$ cat src/cbd_pkg.sv
// Shared operation codes, lengths, cycle counts and phase codes for the decoder and sequencer
package cbd_pkg;

	// Instruction lengths in bytes
	localparam logic [1:0] LEN_1 = 2'h1;
	localparam logic [1:0] LEN_2 = 2'h2;
	localparam logic [1:0] LEN_3 = 2'h3;

	// Execution times in core cycles
	localparam logic [2:0] CYC_1 = 3'h1;
	localparam logic [2:0] CYC_2 = 3'h2;
	localparam logic [2:0] CYC_3 = 3'h3;
	localparam logic [2:0] CYC_4 = 3'h4;
	localparam logic [2:0] CYC_5 = 3'h5;

	// Field positions inside an opcode
	localparam int REG_IDX_MSB = 2;
	localparam int RANGE_LSB = 3;

	// Power control bit that steers external moves to program memory
	localparam int PCON_PMW_BIT = 4;

	// Reset values
	localparam logic [2:0] CNT_RST = 3'h0;
	localparam logic [2:0] REG_IDX_RST = 3'h0;

	typedef enum logic [5:0] {
		OP_NONE = 6'h00,
		OP_MOV_A_REG = 6'h01,
		OP_MOV_REG_A = 6'h02,
		OP_MOV_REG_DIR = 6'h03,
		OP_MOV_DIR_DIR = 6'h04,
		OP_LOAD_DATA_POINTER = 6'h05,
		OP_CODE_BYTE_LOAD_DP = 6'h06,
		OP_CODE_BYTE_LOAD_PC = 6'h07,
		OP_XDATA_RD_IND = 6'h08,
		OP_XDATA_RD_DP = 6'h09,
		OP_XDATA_WR_IND = 6'h0A,
		OP_XDATA_WR_DP = 6'h0B,
		OP_STACK_PUSH = 6'h0C,
		OP_STACK_POP = 6'h0D,
		OP_NIBBLE_EXCHANGE = 6'h0E,
		OP_BYTE_SWAP_WITH_ACC = 6'h0F,
		OP_SHORT_RELATIVE_JUMP = 6'h10,
		OP_JUMP_ACC_PLUS_DP = 6'h11,
		OP_BRANCH_IF_ACC_ZERO = 6'h12,
		OP_BRANCH_IF_ACC_NONZERO = 6'h13,
		OP_BRANCH_IF_CARRY = 6'h14,
		OP_BRANCH_IF_NO_CARRY = 6'h15,
		OP_BRANCH_IF_BIT_ONE = 6'h16,
		OP_BRANCH_IF_BIT_ZERO = 6'h17,
		OP_BRANCH_AND_CLEAR_BIT = 6'h18,
		OP_CMP_BRANCH_DIR = 6'h19,
		OP_CMP_BRANCH_IMM = 6'h1A,
		OP_CMP_BRANCH_REG = 6'h1B,
		OP_DEC_BRANCH_REG = 6'h1C,
		OP_DEC_BRANCH_DIR = 6'h1D,
		OP_BIT_CLEAR_OP = 6'h1E,
		OP_BIT_SET_OP = 6'h1F,
		OP_BIT_INVERT_OP = 6'h20,
		OP_LOGICAL_AND_BIT = 6'h21,
		OP_LOGICAL_OR_BIT = 6'h22,
		OP_LOGICAL_AND_NBIT = 6'h23,
		OP_LOGICAL_OR_NBIT = 6'h24
	} cbd_op_t;

	typedef enum logic [1:0] {
		PH_FETCH = 2'b01,
		PH_EXEC = 2'b10
	} cbd_phase_t;

endpackage : cbd_pkg

$ cat src/cbd_sequencer.sv
// Decode and execution-timing sequencer for move, branch and bit instructions
// Operation
// RULE_01: 0xE8-0xEF register to accumulator, 1 byte, 1 cycle
// RULE_02: 0xF8-0xFF accumulator to register, 1 byte, 2 cycles
// RULE_03: 0xA8-0xAF direct to register, 2 bytes, 4 cycles
// RULE_04: 0x85 direct to direct, 3 bytes, 4 cycles
// RULE_05: 0x90 load data pointer, 3 bytes, 3 cycles
// RULE_06: 0x93/0x83 code byte load, 3 cycles
// RULE_07: 0xE2-0xE3/0xE0 external read, 4 cycles
// RULE_08: 0xF2-0xF3/0xF0 external write, 5 cycles
// RULE_09: Power control bit 4 selects external move action
// RULE_10: Push 0xC0 four cycles, pop 0xD0 three
// RULE_11: 0xD6-0xD7 low nibble exchange, 3 cycles
// RULE_12: 0xC8-0xCF byte swap with accumulator, 2 cycles
// RULE_13: 0x80 short relative jump, 2 bytes, 3 cycles
// RULE_14: 0x73 jump accumulator plus data pointer, 2 cycles
// RULE_15: 0x60/0x70 branch on accumulator zero/nonzero
// RULE_16: 0x40/0x50 branch on carry set/clear
// RULE_17: 0x20/0x30 branch on bit one/zero, 4 cycles
// RULE_18: 0x10 branch on set bit and clear it
// RULE_19: 0xB5/0xB4/0xB8-0xBF compare, branch if unequal
// RULE_20: 0xD8-0xDF/0xD5 decrement, branch if nonzero
// RULE_21: 0xC2/0xD2/0xB2 clear, set, invert bit
// RULE_22: 0x82/0x72/0xB0/0xA0 bit logic into carry, 2 cycles
// RULE_23: Register index from low opcode bits
// RULE_24: Next fetch only after listed cycle count
`timescale 1ns/100ps
module cbd_sequencer (
	// Clock and reset
	input wire logic sys_clk,
	input wire logic resetn,
	// Opcode fetch from program memory
	output logic fetch_req,
	input wire logic fetch_valid,
	input wire logic [7:0] fetch_data,
	// Datapath conditions, valid in the last busy cycle
	input wire logic acc_is_zero,
	input wire logic carry_flag,
	input wire logic addr_bit,
	input wire logic compare_unequal,
	input wire logic decrement_nonzero,
	// Power control register contents
	input wire logic [7:0] pcon_value,
	// Decoded instruction
	output cbd_pkg::cbd_op_t op_code,
	output logic [1:0] instr_len,
	output logic [2:0] instr_cycles,
	output logic [2:0] reg_idx,
	output logic unsupported,
	output logic busy,
	output logic done,
	// Branch and bit results
	output logic branch_taken,
	output logic bit_we,
	output logic bit_val,
	output logic carry_we,
	output logic carry_val,
	// External data move control
	output logic ext_rd,
	output logic ext_wr,
	output logic ext_wide_addr,
	output logic ext_to_code
);

	typedef struct packed {
		cbd_pkg::cbd_phase_t ph;
		logic [2:0] cnt;
		cbd_pkg::cbd_op_t op;
		logic [1:0] len;
		logic [2:0] cyc;
		logic [2:0] reg_idx;
		logic unsup;
		logic fetch_req;
		logic busy;
		logic done;
		logic taken;
		logic bit_we;
		logic bit_val;
		logic carry_we;
		logic carry_val;
		logic ext_rd;
		logic ext_wr;
		logic ext_wide;
		logic ext_code;
	} cbd_state_t;

	cbd_state_t s_q;
	cbd_state_t s_d;
	cbd_pkg::cbd_op_t dec_op;
	logic [1:0] dec_len;
	logic [2:0] dec_cyc;
	logic [2:0] dec_reg;
	logic dec_known;
	logic take;

	cbd_decode u_decode (
		.opcode(fetch_data),
		.op(dec_op),
		.len(dec_len),
		.cyc(dec_cyc),
		.reg_idx(dec_reg),
		.known(dec_known)
	);

	assign take = s_q.fetch_req && fetch_valid;

	always_comb
	begin
		s_d = s_q;
		s_d.done = 1'b0;
		s_d.taken = 1'b0;
		s_d.bit_we = 1'b0;
		s_d.carry_we = 1'b0;
		unique case (s_q.ph)
			cbd_pkg::PH_FETCH:
			begin
				if (take)
				begin
					s_d.ph = cbd_pkg::PH_EXEC;
					s_d.fetch_req = 1'b0;
					s_d.busy = 1'b1;
					s_d.op = dec_op;
					s_d.len = dec_len;
					s_d.cyc = dec_cyc;
					s_d.cnt = dec_cyc - 3'h1;
					s_d.reg_idx = dec_reg;
					s_d.unsup = !dec_known;
					s_d.ext_rd = (dec_op == cbd_pkg::OP_XDATA_RD_IND) ||
						(dec_op == cbd_pkg::OP_XDATA_RD_DP); // RULE_07
					s_d.ext_wr = (dec_op == cbd_pkg::OP_XDATA_WR_IND) ||
						(dec_op == cbd_pkg::OP_XDATA_WR_DP); // RULE_08
					s_d.ext_wide = (dec_op == cbd_pkg::OP_XDATA_RD_DP) ||
						(dec_op == cbd_pkg::OP_XDATA_WR_DP);
					// Program-memory write select chooses the external move target
					s_d.ext_code = pcon_value[cbd_pkg::PCON_PMW_BIT]; // RULE_09
				end
			end
			cbd_pkg::PH_EXEC:
			begin
				if (s_q.cnt == cbd_pkg::CNT_RST)
				begin
					// Last cycle: resolve outcome, then allow the next fetch
					s_d.ph = cbd_pkg::PH_FETCH;
					s_d.busy = 1'b0;
					s_d.done = 1'b1;
					s_d.fetch_req = 1'b1; // RULE_24
					s_d.ext_rd = 1'b0;
					s_d.ext_wr = 1'b0;
					case (s_q.op)
						cbd_pkg::OP_SHORT_RELATIVE_JUMP: s_d.taken = 1'b1; // RULE_13
						cbd_pkg::OP_JUMP_ACC_PLUS_DP: s_d.taken = 1'b1; // RULE_14
						cbd_pkg::OP_BRANCH_IF_ACC_ZERO: s_d.taken = acc_is_zero; // RULE_15
						cbd_pkg::OP_BRANCH_IF_ACC_NONZERO: s_d.taken = !acc_is_zero; // RULE_15
						cbd_pkg::OP_BRANCH_IF_CARRY: s_d.taken = carry_flag; // RULE_16
						cbd_pkg::OP_BRANCH_IF_NO_CARRY: s_d.taken = !carry_flag; // RULE_16
						cbd_pkg::OP_BRANCH_IF_BIT_ONE: s_d.taken = addr_bit; // RULE_17
						cbd_pkg::OP_BRANCH_IF_BIT_ZERO: s_d.taken = !addr_bit; // RULE_17
						cbd_pkg::OP_BRANCH_AND_CLEAR_BIT:
						begin
							s_d.taken = addr_bit; // RULE_18
							s_d.bit_we = addr_bit; // RULE_18
							s_d.bit_val = 1'b0;
						end
						cbd_pkg::OP_CMP_BRANCH_DIR,
						cbd_pkg::OP_CMP_BRANCH_IMM,
						cbd_pkg::OP_CMP_BRANCH_REG: s_d.taken = compare_unequal; // RULE_19
						cbd_pkg::OP_DEC_BRANCH_REG,
						cbd_pkg::OP_DEC_BRANCH_DIR: s_d.taken = decrement_nonzero; // RULE_20
						cbd_pkg::OP_BIT_CLEAR_OP:
						begin
							s_d.bit_we = 1'b1; // RULE_21
							s_d.bit_val = 1'b0;
						end
						cbd_pkg::OP_BIT_SET_OP:
						begin
							s_d.bit_we = 1'b1; // RULE_21
							s_d.bit_val = 1'b1;
						end
						cbd_pkg::OP_BIT_INVERT_OP:
						begin
							s_d.bit_we = 1'b1; // RULE_21
							s_d.bit_val = !addr_bit;
						end
						cbd_pkg::OP_LOGICAL_AND_BIT:
						begin
							s_d.carry_we = 1'b1; // RULE_22
							s_d.carry_val = carry_flag & addr_bit;
						end
						cbd_pkg::OP_LOGICAL_OR_BIT:
						begin
							s_d.carry_we = 1'b1; // RULE_22
							s_d.carry_val = carry_flag | addr_bit;
						end
						cbd_pkg::OP_LOGICAL_AND_NBIT:
						begin
							s_d.carry_we = 1'b1; // RULE_22
							s_d.carry_val = carry_flag & !addr_bit;
						end
						cbd_pkg::OP_LOGICAL_OR_NBIT:
						begin
							s_d.carry_we = 1'b1; // RULE_22
							s_d.carry_val = carry_flag | !addr_bit;
						end
						default: s_d.taken = 1'b0;
					endcase
				end
				else
				begin
					s_d.cnt = s_q.cnt - 3'h1; // RULE_24
				end
			end
			default:
			begin
				s_d.ph = cbd_pkg::PH_FETCH;
				s_d.fetch_req = 1'b1;
				s_d.busy = 1'b0;
			end
		endcase
	end

	always_ff @(posedge sys_clk or negedge resetn)
	begin
		if (!resetn)
		begin
			s_q <= '0;
			s_q.ph <= cbd_pkg::PH_FETCH;
			s_q.fetch_req <= 1'b1;
			s_q.op <= cbd_pkg::OP_NONE;
			s_q.cnt <= cbd_pkg::CNT_RST;
		end
		else
		begin
			s_q <= s_d;
		end
	end

	assign fetch_req = s_q.fetch_req;
	assign op_code = s_q.op;
	assign instr_len = s_q.len;
	assign instr_cycles = s_q.cyc;
	assign reg_idx = s_q.reg_idx;
	assign unsupported = s_q.unsup;
	assign busy = s_q.busy;
	assign done = s_q.done;
	assign branch_taken = s_q.taken;
	assign bit_we = s_q.bit_we;
	assign bit_val = s_q.bit_val;
	assign carry_we = s_q.carry_we;
	assign carry_val = s_q.carry_val;
	assign ext_rd = s_q.ext_rd;
	assign ext_wr = s_q.ext_wr;
	assign ext_wide_addr = s_q.ext_wide;
	assign ext_to_code = s_q.ext_code;

	// Busy-cycle counter used only by the checks below
	logic [2:0] run_q;

	always_ff @(posedge sys_clk or negedge resetn)
	begin
		if (!resetn)
		begin
			run_q <= 3'h0;
		end
		else if (take)
		begin
			run_q <= 3'h0;
		end
		else if (s_q.busy)
		begin
			run_q <= run_q + 3'h1;
		end
	end

	property p_busy_span;
		@(posedge sys_clk) disable iff (!resetn)
		s_q.done |-> (run_q == s_q.cyc) && !s_q.busy && s_q.fetch_req;
	endproperty
	a_busy_span: assert property (p_busy_span) // RULE_24
		else $error("busy span differs from instruction cycle count");

	property p_no_fetch_busy;
		@(posedge sys_clk) disable iff (!resetn)
		s_q.busy |-> !s_q.fetch_req;
	endproperty
	a_no_fetch_busy: assert property (p_no_fetch_busy) // RULE_24
		else $error("fetch requested while an instruction is executing");

	property p_mov_a_reg;
		@(posedge sys_clk) disable iff (!resetn)
		take && (fetch_data[7:3] == 5'h1D) |=> s_q.busy && (s_q.cyc == 3'h1)
			&& (s_q.len == 2'h1) && (s_q.reg_idx == $past(fetch_data[2:0])) ##1 s_q.done;
	endproperty
	a_mov_a_reg: assert property (p_mov_a_reg) // RULE_01
		else $error("register to accumulator move timing wrong");

	property p_mov_reg_a;
		@(posedge sys_clk) disable iff (!resetn)
		take && (fetch_data[7:3] == 5'h1F) |=> s_q.busy [*2] ##1 s_q.done;
	endproperty
	a_mov_reg_a: assert property (p_mov_reg_a) // RULE_02
		else $error("accumulator to register move not two cycles");

	property p_ext_write;
		@(posedge sys_clk) disable iff (!resetn)
		take && (fetch_data == 8'hF0) |=> (s_q.ext_wr && s_q.ext_wide) [*5] ##1 s_q.done;
	endproperty
	a_ext_write: assert property (p_ext_write) // RULE_08
		else $error("wide external write not held five cycles");

	property p_ext_read;
		@(posedge sys_clk) disable iff (!resetn)
		take && (fetch_data[7:1] == 7'h71) |=> (s_q.ext_rd && !s_q.ext_wide) [*4]
			##1 s_q.done;
	endproperty
	a_ext_read: assert property (p_ext_read) // RULE_07
		else $error("narrow external read not held four cycles");

	property p_pmw_select;
		@(posedge sys_clk) disable iff (!resetn)
		take |=> s_q.ext_code == $past(pcon_value[4]);
	endproperty
	a_pmw_select: assert property (p_pmw_select) // RULE_09
		else $error("external move target not taken from power control bit");

	property p_acc_zero_branch;
		@(posedge sys_clk) disable iff (!resetn)
		s_q.done && (s_q.op == cbd_pkg::OP_BRANCH_IF_ACC_ZERO)
			|-> s_q.taken == $past(acc_is_zero);
	endproperty
	a_acc_zero_branch: assert property (p_acc_zero_branch) // RULE_15
		else $error("accumulator zero branch decision wrong");

	property p_clear_on_branch;
		@(posedge sys_clk) disable iff (!resetn)
		s_q.done && (s_q.op == cbd_pkg::OP_BRANCH_AND_CLEAR_BIT) |-> (s_q.taken == s_q.bit_we)
			&& !s_q.bit_val && (s_q.cyc == 3'h4) && (s_q.len == 2'h3);
	endproperty
	a_clear_on_branch: assert property (p_clear_on_branch) // RULE_18
		else $error("branch with bit clear did not clear exactly when taken");

	property p_carry_logic;
		@(posedge sys_clk) disable iff (!resetn)
		take && (fetch_data == 8'hB0) |=> s_q.busy ##1 s_q.busy ##1
			(s_q.carry_we && (s_q.carry_val == ($past(carry_flag) & !$past(addr_bit))));
	endproperty
	a_carry_logic: assert property (p_carry_logic) // RULE_22
		else $error("and with inverted bit into carry wrong");

	property p_dec_branch_dir;
		@(posedge sys_clk) disable iff (!resetn)
		take && (fetch_data == 8'hD5) |=> s_q.busy [*4] ##1
			(s_q.done && (s_q.taken == $past(decrement_nonzero)));
	endproperty
	a_dec_branch_dir: assert property (p_dec_branch_dir) // RULE_20
		else $error("direct decrement branch timing or decision wrong");

endmodule : cbd_sequencer

$ cat src/cbd_decode.sv
// Opcode to operation, length, cycle count and register index table
`timescale 1ns/100ps
module cbd_decode (
	// Opcode in
	input wire logic [7:0] opcode,
	// Decoded fields
	output cbd_pkg::cbd_op_t op,
	output logic [1:0] len,
	output logic [2:0] cyc,
	output logic [2:0] reg_idx,
	output logic known
);

	logic [4:0] range;

	assign range = opcode[7:cbd_pkg::RANGE_LSB];

	always_comb
	begin
		op = cbd_pkg::OP_NONE;
		len = cbd_pkg::LEN_1;
		cyc = cbd_pkg::CYC_1;
		known = 1'b1;
		reg_idx = cbd_pkg::REG_IDX_RST;
		// Register ranges carry the index in the low three bits
		if (range == 5'h1D)
		begin
			op = cbd_pkg::OP_MOV_A_REG; // RULE_01
			reg_idx = opcode[cbd_pkg::REG_IDX_MSB:0]; // RULE_23
		end
		else if (range == 5'h1F)
		begin
			op = cbd_pkg::OP_MOV_REG_A; // RULE_02
			cyc = cbd_pkg::CYC_2;
			reg_idx = opcode[cbd_pkg::REG_IDX_MSB:0]; // RULE_23
		end
		else if (range == 5'h15)
		begin
			op = cbd_pkg::OP_MOV_REG_DIR; // RULE_03
			len = cbd_pkg::LEN_2;
			cyc = cbd_pkg::CYC_4;
			reg_idx = opcode[cbd_pkg::REG_IDX_MSB:0]; // RULE_23
		end
		else if (range == 5'h19)
		begin
			op = cbd_pkg::OP_BYTE_SWAP_WITH_ACC; // RULE_12
			cyc = cbd_pkg::CYC_2;
			reg_idx = opcode[cbd_pkg::REG_IDX_MSB:0]; // RULE_23
		end
		else if (range == 5'h17)
		begin
			op = cbd_pkg::OP_CMP_BRANCH_REG; // RULE_19
			len = cbd_pkg::LEN_3;
			cyc = cbd_pkg::CYC_4;
			reg_idx = opcode[cbd_pkg::REG_IDX_MSB:0]; // RULE_23
		end
		else if (range == 5'h1B)
		begin
			op = cbd_pkg::OP_DEC_BRANCH_REG; // RULE_20
			len = cbd_pkg::LEN_2;
			cyc = cbd_pkg::CYC_3;
			reg_idx = opcode[cbd_pkg::REG_IDX_MSB:0]; // RULE_23
		end
		else
		begin
			// Indirect pointer forms take their index from bit 0
			reg_idx = {2'h0, opcode[0]}; // RULE_23
			case (opcode)
				8'h85: begin op = cbd_pkg::OP_MOV_DIR_DIR; len = cbd_pkg::LEN_3; cyc = cbd_pkg::CYC_4; end // RULE_04
				8'h90: begin op = cbd_pkg::OP_LOAD_DATA_POINTER; len = cbd_pkg::LEN_3; cyc = cbd_pkg::CYC_3; end // RULE_05
				8'h93: begin op = cbd_pkg::OP_CODE_BYTE_LOAD_DP; cyc = cbd_pkg::CYC_3; end // RULE_06
				8'h83: begin op = cbd_pkg::OP_CODE_BYTE_LOAD_PC; cyc = cbd_pkg::CYC_3; end // RULE_06
				8'hE2, 8'hE3: begin op = cbd_pkg::OP_XDATA_RD_IND; cyc = cbd_pkg::CYC_4; end // RULE_07
				8'hE0: begin op = cbd_pkg::OP_XDATA_RD_DP; cyc = cbd_pkg::CYC_4; end // RULE_07
				8'hF2, 8'hF3: begin op = cbd_pkg::OP_XDATA_WR_IND; cyc = cbd_pkg::CYC_5; end // RULE_08
				8'hF0: begin op = cbd_pkg::OP_XDATA_WR_DP; cyc = cbd_pkg::CYC_5; end // RULE_08
				8'hC0: begin op = cbd_pkg::OP_STACK_PUSH; len = cbd_pkg::LEN_2; cyc = cbd_pkg::CYC_4; end // RULE_10
				8'hD0: begin op = cbd_pkg::OP_STACK_POP; len = cbd_pkg::LEN_2; cyc = cbd_pkg::CYC_3; end // RULE_10
				8'hD6, 8'hD7: begin op = cbd_pkg::OP_NIBBLE_EXCHANGE; cyc = cbd_pkg::CYC_3; end // RULE_11
				8'h80: begin op = cbd_pkg::OP_SHORT_RELATIVE_JUMP; len = cbd_pkg::LEN_2; cyc = cbd_pkg::CYC_3; end // RULE_13
				8'h73: begin op = cbd_pkg::OP_JUMP_ACC_PLUS_DP; cyc = cbd_pkg::CYC_2; end // RULE_14
				8'h60: begin op = cbd_pkg::OP_BRANCH_IF_ACC_ZERO; len = cbd_pkg::LEN_2; cyc = cbd_pkg::CYC_3; end // RULE_15
				8'h70: begin op = cbd_pkg::OP_BRANCH_IF_ACC_NONZERO; len = cbd_pkg::LEN_2; cyc = cbd_pkg::CYC_3; end // RULE_15
				8'h40: begin op = cbd_pkg::OP_BRANCH_IF_CARRY; len = cbd_pkg::LEN_2; cyc = cbd_pkg::CYC_3; end // RULE_16
				8'h50: begin op = cbd_pkg::OP_BRANCH_IF_NO_CARRY; len = cbd_pkg::LEN_2; cyc = cbd_pkg::CYC_3; end // RULE_16
				8'h20: begin op = cbd_pkg::OP_BRANCH_IF_BIT_ONE; len = cbd_pkg::LEN_3; cyc = cbd_pkg::CYC_4; end // RULE_17
				8'h30: begin op = cbd_pkg::OP_BRANCH_IF_BIT_ZERO; len = cbd_pkg::LEN_3; cyc = cbd_pkg::CYC_4; end // RULE_17
				8'h10: begin op = cbd_pkg::OP_BRANCH_AND_CLEAR_BIT; len = cbd_pkg::LEN_3; cyc = cbd_pkg::CYC_4; end // RULE_18
				8'hB5: begin op = cbd_pkg::OP_CMP_BRANCH_DIR; len = cbd_pkg::LEN_3; cyc = cbd_pkg::CYC_4; end // RULE_19
				8'hB4: begin op = cbd_pkg::OP_CMP_BRANCH_IMM; len = cbd_pkg::LEN_3; cyc = cbd_pkg::CYC_4; end // RULE_19
				8'hD5: begin op = cbd_pkg::OP_DEC_BRANCH_DIR; len = cbd_pkg::LEN_3; cyc = cbd_pkg::CYC_4; end // RULE_20
				8'hC2: begin op = cbd_pkg::OP_BIT_CLEAR_OP; len = cbd_pkg::LEN_2; cyc = cbd_pkg::CYC_3; end // RULE_21
				8'hD2: begin op = cbd_pkg::OP_BIT_SET_OP; len = cbd_pkg::LEN_2; cyc = cbd_pkg::CYC_3; end // RULE_21
				8'hB2: begin op = cbd_pkg::OP_BIT_INVERT_OP; len = cbd_pkg::LEN_2; cyc = cbd_pkg::CYC_3; end // RULE_21
				8'h82: begin op = cbd_pkg::OP_LOGICAL_AND_BIT; len = cbd_pkg::LEN_2; cyc = cbd_pkg::CYC_2; end // RULE_22
				8'h72: begin op = cbd_pkg::OP_LOGICAL_OR_BIT; len = cbd_pkg::LEN_2; cyc = cbd_pkg::CYC_2; end // RULE_22
				8'hB0: begin op = cbd_pkg::OP_LOGICAL_AND_NBIT; len = cbd_pkg::LEN_2; cyc = cbd_pkg::CYC_2; end // RULE_22
				8'hA0: begin op = cbd_pkg::OP_LOGICAL_OR_NBIT; len = cbd_pkg::LEN_2; cyc = cbd_pkg::CYC_2; end // RULE_22
				default: known = 1'b0;
			endcase
		end
	end

endmodule : cbd_decode

$ cat config.mk
export PLATFORM = sky130hd
export DESIGN_NAME = cbd_sequencer
export DESIGN_NICKNAME = d
export VERILOG_FILES = /design/src/cbd_pkg.sv /design/src/cbd_sequencer.sv /design/src/cbd_decode.sv
export SDC_FILE = /design/constraint.sdc
export NUM_CORES = 1
export LEC_CHECK = 0
export ABC_AREA = 1
export BUFFER_PORTS_ARGS = -buffer_cell sky130_fd_sc_hd__buf_2
export CAP_MARGIN = 20
export CORE_MARGIN = 5
export CORE_UTILIZATION = 60
export DETAILED_ROUTE_END_ITERATION = 10
export PLACE_DENSITY = 0.87
export SLEW_MARGIN = 15
export SYNTH_ARGS = -nofsm -noshare
export SYNTH_HDL_FRONTEND = slang
export SYNTH_HIERARCHICAL = 1
export SYNTH_SLANG_ARGS = --single-unit
$ cat constraint.sdc
create_clock -name sys_clk -period 4.75 [get_ports sys_clk]
set_clock_uncertainty 0.2 [all_clocks]
set_input_delay 0.7125 -clock sys_clk [delete_from_list [all_inputs] [get_ports sys_clk]]
set_output_delay 0.7125 -clock sys_clk [all_outputs]
set_load 0.05 [all_outputs]
=== Word-level counts from Yosys, hierarchy flattened ===
Index checks and enable logic that the tools add are counted.

* ROM bits: 0
* Bits of input ports: 24
* Memories kept: 0
* Memory bits (writable): 0
* Bits in latches: 0
* Register bits: 32
* Output and inout port bits: 27
* Logic and storage cells: 173

* $lt $le $gt $ge: 0
* Reduce and logical (&&, ||, !) cells: 32
* Muxes and demuxes: 47
* Eq/ne operators: 69
* Div/mod/pow operators: 0
* Multiply operators: 0
* Shifts and indexed selects: 0
* Add/sub/neg operators: 2
* Bitwise gates (word level): 4

{| class="wikitable"
|+ Operators by type and width
! cell !! count
|-
| $eq A8 B8 Y1 const B || 24
|-
| $pmux W6 S30 || 1
|-
| $eq A6 B5 Y1 const B || 16
|-
| $eq A8 B7 Y1 const B || 6
|-
| $mux W6 || 7
|-
| $mux W3 || 13
|-
| $reduce_or A33 Y1 || 1
|-
| $eq A5 B5 Y1 const B || 6
|-
| $eq A6 B6 Y1 const B || 5
|-
| $reduce_or A14 Y1 || 2
|-
| $eq A6 B4 Y1 const B || 4
|-
| $mux W22 || 1
|-
| $eq A8 B6 Y1 const B || 2
|-
| $pmux W2 S2 || 4
|-
| $pmux W2 S4 || 2
|-
| $mux W2 || 7
|-
| $pmux W3 S4 || 1
|-
| $reduce_and A3 Y1 || 4
|-
| $reduce_or A2 Y1 || 6
|-
| $reduce_or A11 Y1 || 1
|-
| $mux W10 || 1
|-
| $pmux W1 S9 || 1
|-
| $eq A8 B5 Y1 const B || 1
|-
| $reduce_bool A4 Y1 || 2
|-
| 18 further kinds || 36
|}

=== Depth between registers and ports, before layout ===
* Depth after elaboration: 13
* Gate-level depth with buffers: 17
* Gate-level depth less buffers: 16

=== Cells and area by module ===
The synthesis kept the hierarchy.

{| class="wikitable"
|+ Modules (own cells, without submodules)
! module !! cells an instance !! area each (µm²) !! seq. area each (µm²) !! instances
|-
| cbd_sequencer || 232 || 1767.9 || 803.3 || 1
|-
| cbd_decode || 198 || 867.1 || 0.0 || 1
|}

=== Least setup slack after synthesis ===
Ideal clock, no wire load.

* Path type: input to register
* From: input port fetch_data[5]
* To: register s_q[29] in the netlist's numbering
* Slack: 2163 ps
* Data required time: 4422 ps
* Arrival time: 2259 ps
* Stages: 17
* Path through: buf_4 > inv_1 > nand2_1 > nor2_1 > nand2_1 > nand2_1 > nor2_1 > nand2_1 > nor2_1 > nand2_1 > a21oi_2 > inv_1 > ha_1 > xnor2_1 > o22ai_1 > nand2_1 > o21ai_0

* Word-level cells in the longest chain between the ends: 12

{| class="wikitable"
|+ Ends and longest elaborated chain
! item !! line !! source
|-
| start: declaration || cbd_sequencer.sv:35 || <nowiki>input wire logic [7:0] fetch_data,</nowiki>
|-
| $eq A8 B8 Y1 (tied with other cells) || cbd_decode.sv:68 || <nowiki>case (opcode)</nowiki>
|-
| $reduce_or A14 Y1 (no source line) (tied with other cells) || - ||
|-
| $pmux W3 S4 || cbd_decode.sv:68 ||
|-
| $mux W3 || cbd_decode.sv:57 || <nowiki>else if (range == 5'h1B)</nowiki>
|-
| $mux W3 || cbd_decode.sv:50 || <nowiki>else if (range == 5'h17)</nowiki>
|-
| $mux W3 || cbd_decode.sv:44 || <nowiki>else if (range == 5'h19)</nowiki>
|-
| $mux W3 || cbd_decode.sv:37 || <nowiki>else if (range == 5'h15)</nowiki>
|-
| $mux W3 || cbd_decode.sv:31 || <nowiki>else if (range == 5'h1F)</nowiki>
|-
| $mux W3 (*) || cbd_decode.sv:26 || <nowiki>if (range == 5'h1D)</nowiki>
|-
| net dec_cyc[0] || cbd_sequencer.sv:91 || <nowiki>logic [2:0] dec_cyc;</nowiki>
|-
| $sub A3 B1 Y3 (*) || cbd_sequencer.sv:125 || <nowiki>s_d.cnt = dec_cyc - 3'h1;</nowiki>
|-
| $mux W22 (*) || cbd_sequencer.sv:117 || <nowiki>if (take)</nowiki>
|-
| $pmux W3 S2 (*) || cbd_sequencer.sv:114 || <nowiki>unique case (s_q.ph)</nowiki>
|-
| end: declaration || cbd_sequencer.sv:87 || <nowiki>cbd_state_t s_q;</nowiki>
|}

Mark *: on every way through the listed nets, which the timed path passes. The rest lies on a longest branch. The select of a mux whose other input is x is not followed.
A chain may end at the register's enable or synchronous reset.

=== Final worst setup path ===
* From: input port fetch_data[2]
* To: register s_q[29] in the netlist's numbering

* Word-level cells in the longest chain between the ends: 12

{| class="wikitable"
|+ Ends and longest elaborated chain
! item !! line
|-
| $eq A8 B8 Y1 (tied with other cells) || cbd_decode.sv:68
|-
| $reduce_or A14 Y1 (no source line) (tied with other cells) || -
|-
| $pmux W3 S4 (*) || cbd_decode.sv:68
|-
| $mux W3 (*) || cbd_decode.sv:57
|-
| $mux W3 (*) || cbd_decode.sv:50
|-
| $mux W3 (*) || cbd_decode.sv:44
|-
| $mux W3 (*) || cbd_decode.sv:37
|-
| $mux W3 (*) || cbd_decode.sv:31
|-
| $mux W3 (*) || cbd_decode.sv:26
|-
| net dec_cyc[0] || cbd_sequencer.sv:91
|-
| $sub A3 B1 Y3 (*) || cbd_sequencer.sv:125
|-
| $mux W22 (*) || cbd_sequencer.sv:117
|-
| $pmux W3 S2 (*) || cbd_sequencer.sv:114
|}

Marked as above.

==> results.yml <==
outcome:
  outcome: "complete, no violations"
power_and_ir_drop:
  p_per_area_mw_per_mm2: 506
  vdd_ir_drop_max_mv: 0.318
  combPwrFrac_pct: 52.3
  p_int_uw: 708
  leakage_uw: 0.00173
  p_switching_uw: 748
  pwr-share-clk_pct: 17.4
  pwr-share-seq_pct: 30.3
  p_sw_share_pct: 51.4
clocking:
  postCtsSetupRepairBufs: 0
  cts_resized: 0
  worstSkewPairLatency_ns: 0.28
  cts_hold_buffers: 0
  cts_sinks: 32
  cts_buffer_depth: 2
  path_clk_slew_ns: 0.06
  cts.htree.levels: 2
  cts_tree: "yes"
  numCtsBuffers: 5
  cts_root_buffer: "clkbuf_8"
die:
  ioPinCount: 51
  die_x_um: 76.3
  placementRows: 24
  die-area_mm2: 0.00582
  start_util_pct: 61.4
  die_y_um: 76.3
  coreArea_mm2: 0.00429
logic_synthesis:
  syn_inst: 430
  syn_area_per_cell_um2: 6.13
  synth-seq-cells: 32
  synth.distinct_cells: 28
  syn_area_mm2: 0.00264
  synth_fp_nets: 459
  yosysWarnings: 6
  ys_seq_area_share_pct: 30.5
drt:
  vias_per_cell: 5.48
  drt_pass1_iterations: 7
  routed_wl_um: 6780
  antenna_left: 0
  dr_total_vias: 2811
  drcViolationCount: 0
  post_drt_wl_per_cell_um: 13.2
  drtIter0Drc: 201
timing:
  slew_headroom_pct: 53.7
  min_period_over_period_pct: 59.8
  hold_violations: 0
  worst_pin_slew_ns: 0.694
  final_max_slew_viol_count: 0
  rsz0062_at_grt: "no"
  period_minus_slack_ns: 2.84
  finalSetupViolations: 0
  tns_ns: 0
  max_freq_mhz: 352
place:
  place_congestion: 0.979
  post_dp_cell_area_mm2: 0.00277
  hpwlAfterDp_um: 5450
  port-buffer-count: 43
worst_setup_path:
  end_kind: "flip-flop"
  cp_slowest_cell: "nor2_2"
  critPathArrivalTime_ns: 2.80
  path_common_cell: "nand2_1"
  crit_type: "in -> reg"
  path_delay_family: "simple AND/OR/NAND/NOR gates"
  slowest_delay_ns: 0.38
  crit_buf_inv: 3
  crit_chain: "buf_2 -> inv_1 -> nand2_1 -> nor2_2 -> nand2_1 -> nand2_1 -> nor2_1 -> nand3_1 -> nor2_1 -> a21oi_2 -> inv_1 -> ha_1 -> xnor2_1 -> o22ai_1 -> nand2_1 -> o21ai_0"
  cp_data_required_time_ns: 4.70
  setup.worst_path.start_class: "input pin"
  cp_max_fo: 11
layout:
  fillers: 408
  fin_nets: 489
  diodes: 0
  final_layout_size_suffix_gt1_share_pct: 17.1
  final_common_cell: "nand2_1"
  multiInputGateArea_mm2: 0.00149
  register_area_um2: 803
  final_cell_mix: "nand2_1 (150), nor2_1 (67), inv_1 (44), buf_2 (43), dfrtp_1 (30)"
  final_cell_area_mm2: 0.00288
  area_delta_synth_final_pct: 9.16
hold_path:
  hp-class: "reg -> reg"
global_route:
  grt_usage_pct: 23.7
  overflow: 0
  grt_pass1_vias: 2549
  antenna_found_initial: 0
  grt_max_degree: 33
  grt_pass1_wl_um: 11600
flow_run:
  maxCapViolations: 0
[final timing paths]
| path | start | to | slack, ns | cells past startpoint |
|---|---|---|---|---|
| setup / recovery | fetch_data[2] | s_q[29] | 1.91 | 16 |
| hold / removal | instr_len[0] | instr_len[0] | 0.27 | 2 |
| setup reg to reg | s_q[30] | instr_cycles[0] | 2.75 | 6 |
| hold reg to reg | instr_len[0] | instr_len[0] | 0.27 | 2 |
| max in group asynchronous | resetn | instr_cycles[2] | 3.63 | 1 |
| min in group asynchronous | resetn | op_code[4] | 0.28 | 1 |
[layer usage]
metal	track usage [%]	vias to the layer above	wire length [um]	part of all wire (%)
li1	-	1411	-	-
met5	0	-	0	0
met1	31.1	1267	3030	45
met2	40.6	122	3210	47
met3	3.66	11	456	6.7
met4	6.29	0	84	1.2
[cell usage after synthesis]
library cell  number  area (um^2)
dfstp_2            2         52.6
a21oi_2            2         17.5
buf_6              1         11.3
o211ai_1           2         15.0
o22ai_1            3         18.8
and3_1             1         6.26
buf_2              3         15.0
xnor2_1            2         17.5
nand2_1          150          563
a21oi_1            4         20.0
o21ai_2            1         8.76
inv_2              7         26.3
nor4_2             1         12.5
ha_1               5         62.6
nor2_2             7         43.8
dfrtp_1           30          751
nand3_1           29          145
nor4_1             3         18.8
nor3b_1            2         15.0
nor2_1            67          251
buf_4             16          120
o21ai_0           19         95.1
nand2_2            7         43.8
nor2_4             2         22.5
nand4_1           13         81.3
inv_1             44          165
nor3_1             4         20.0
o21ai_1            3         15.0
[through the flow]
step / total power (uW) / setup WS, ns / hold WS (ns) / util [%] / instances
finish: 1460 / 1.91 / 0.270 / 67.0 / 513
global placement: 1180 / 1.72 / 0.249 / 64.5 / 505
global route: 1560 / 1.72 / 0.303 / 67.0 / 513
CTS: 1460 / 1.94 / 0.273 / 67.0 / 513
floorplan: 1100 / 2.16 / 0.217 / - / 430
detailed placement: 1210 / 1.66 / 0.257 / 64.5 / 505
[worst reg2reg max path, stage by stage (launching register included)]
cell and delay [ns]:
dfstp_2 0.55, ha_1 0.27, inv_2 0.07, nor2_4 0.39, inv_2 0.24, nand2_1 0.11
o21ai_1 0.07
[cells by family (layout without fill, tap and decap cells)]
| kind of cell | after synthesis | after routing | synth area share (%) |
|---|---|---|---|
| AO/OA/AOI/OAI | 34 | 34 | 7.22 |
| XOR/XNOR | 2 | 2 | 0.665 |
| adder cells (fa/ha/maj) | 5 | 5 | 2.37 |
| buffers and inverters | 71 | 102 | 12.8 |
| flip-flops | 32 | 32 | 30.5 |
| AND/OR/NAND/NOR | 286 | 286 | 46.4 |
[state kept, by name, summed over array words and instances (netlist names)]
name,count
ext_wide_addr,1
done,1
s_q,5
instr_cycles,3
bit_val,1
branch_taken,1
op_code,6
bit_we,1
ext_to_code,1
unsupported,1
reg_idx,3
ext_rd,1
carry_we,1
busy,1
ext_wr,1
instr_len,2
carry_val,1
fetch_req,1
[power groups by stage]
stage               sequential, uW  combinational (uW)  clock [uW]
global route                   454                 832         274
global placement               438                 744           0
CTS                            440                 764         259
detailed placement             444                 762           0
finish                         441                 761         254
floorplan                      516                 583           0
[layout make-up]
cell class | count | share of cell area (%)
repair buffers | 43 | 7.48
multi-input cells | 327 | 51.9
flip-flops and latches | 32 | 27.9
inverters | 51 | 6.66
clock inverters | 2 | 1.22
clock buffers | 6 | 2.52
well taps | 52 | 2.26
No activity file was read; power rests on OpenSTA's default activity.
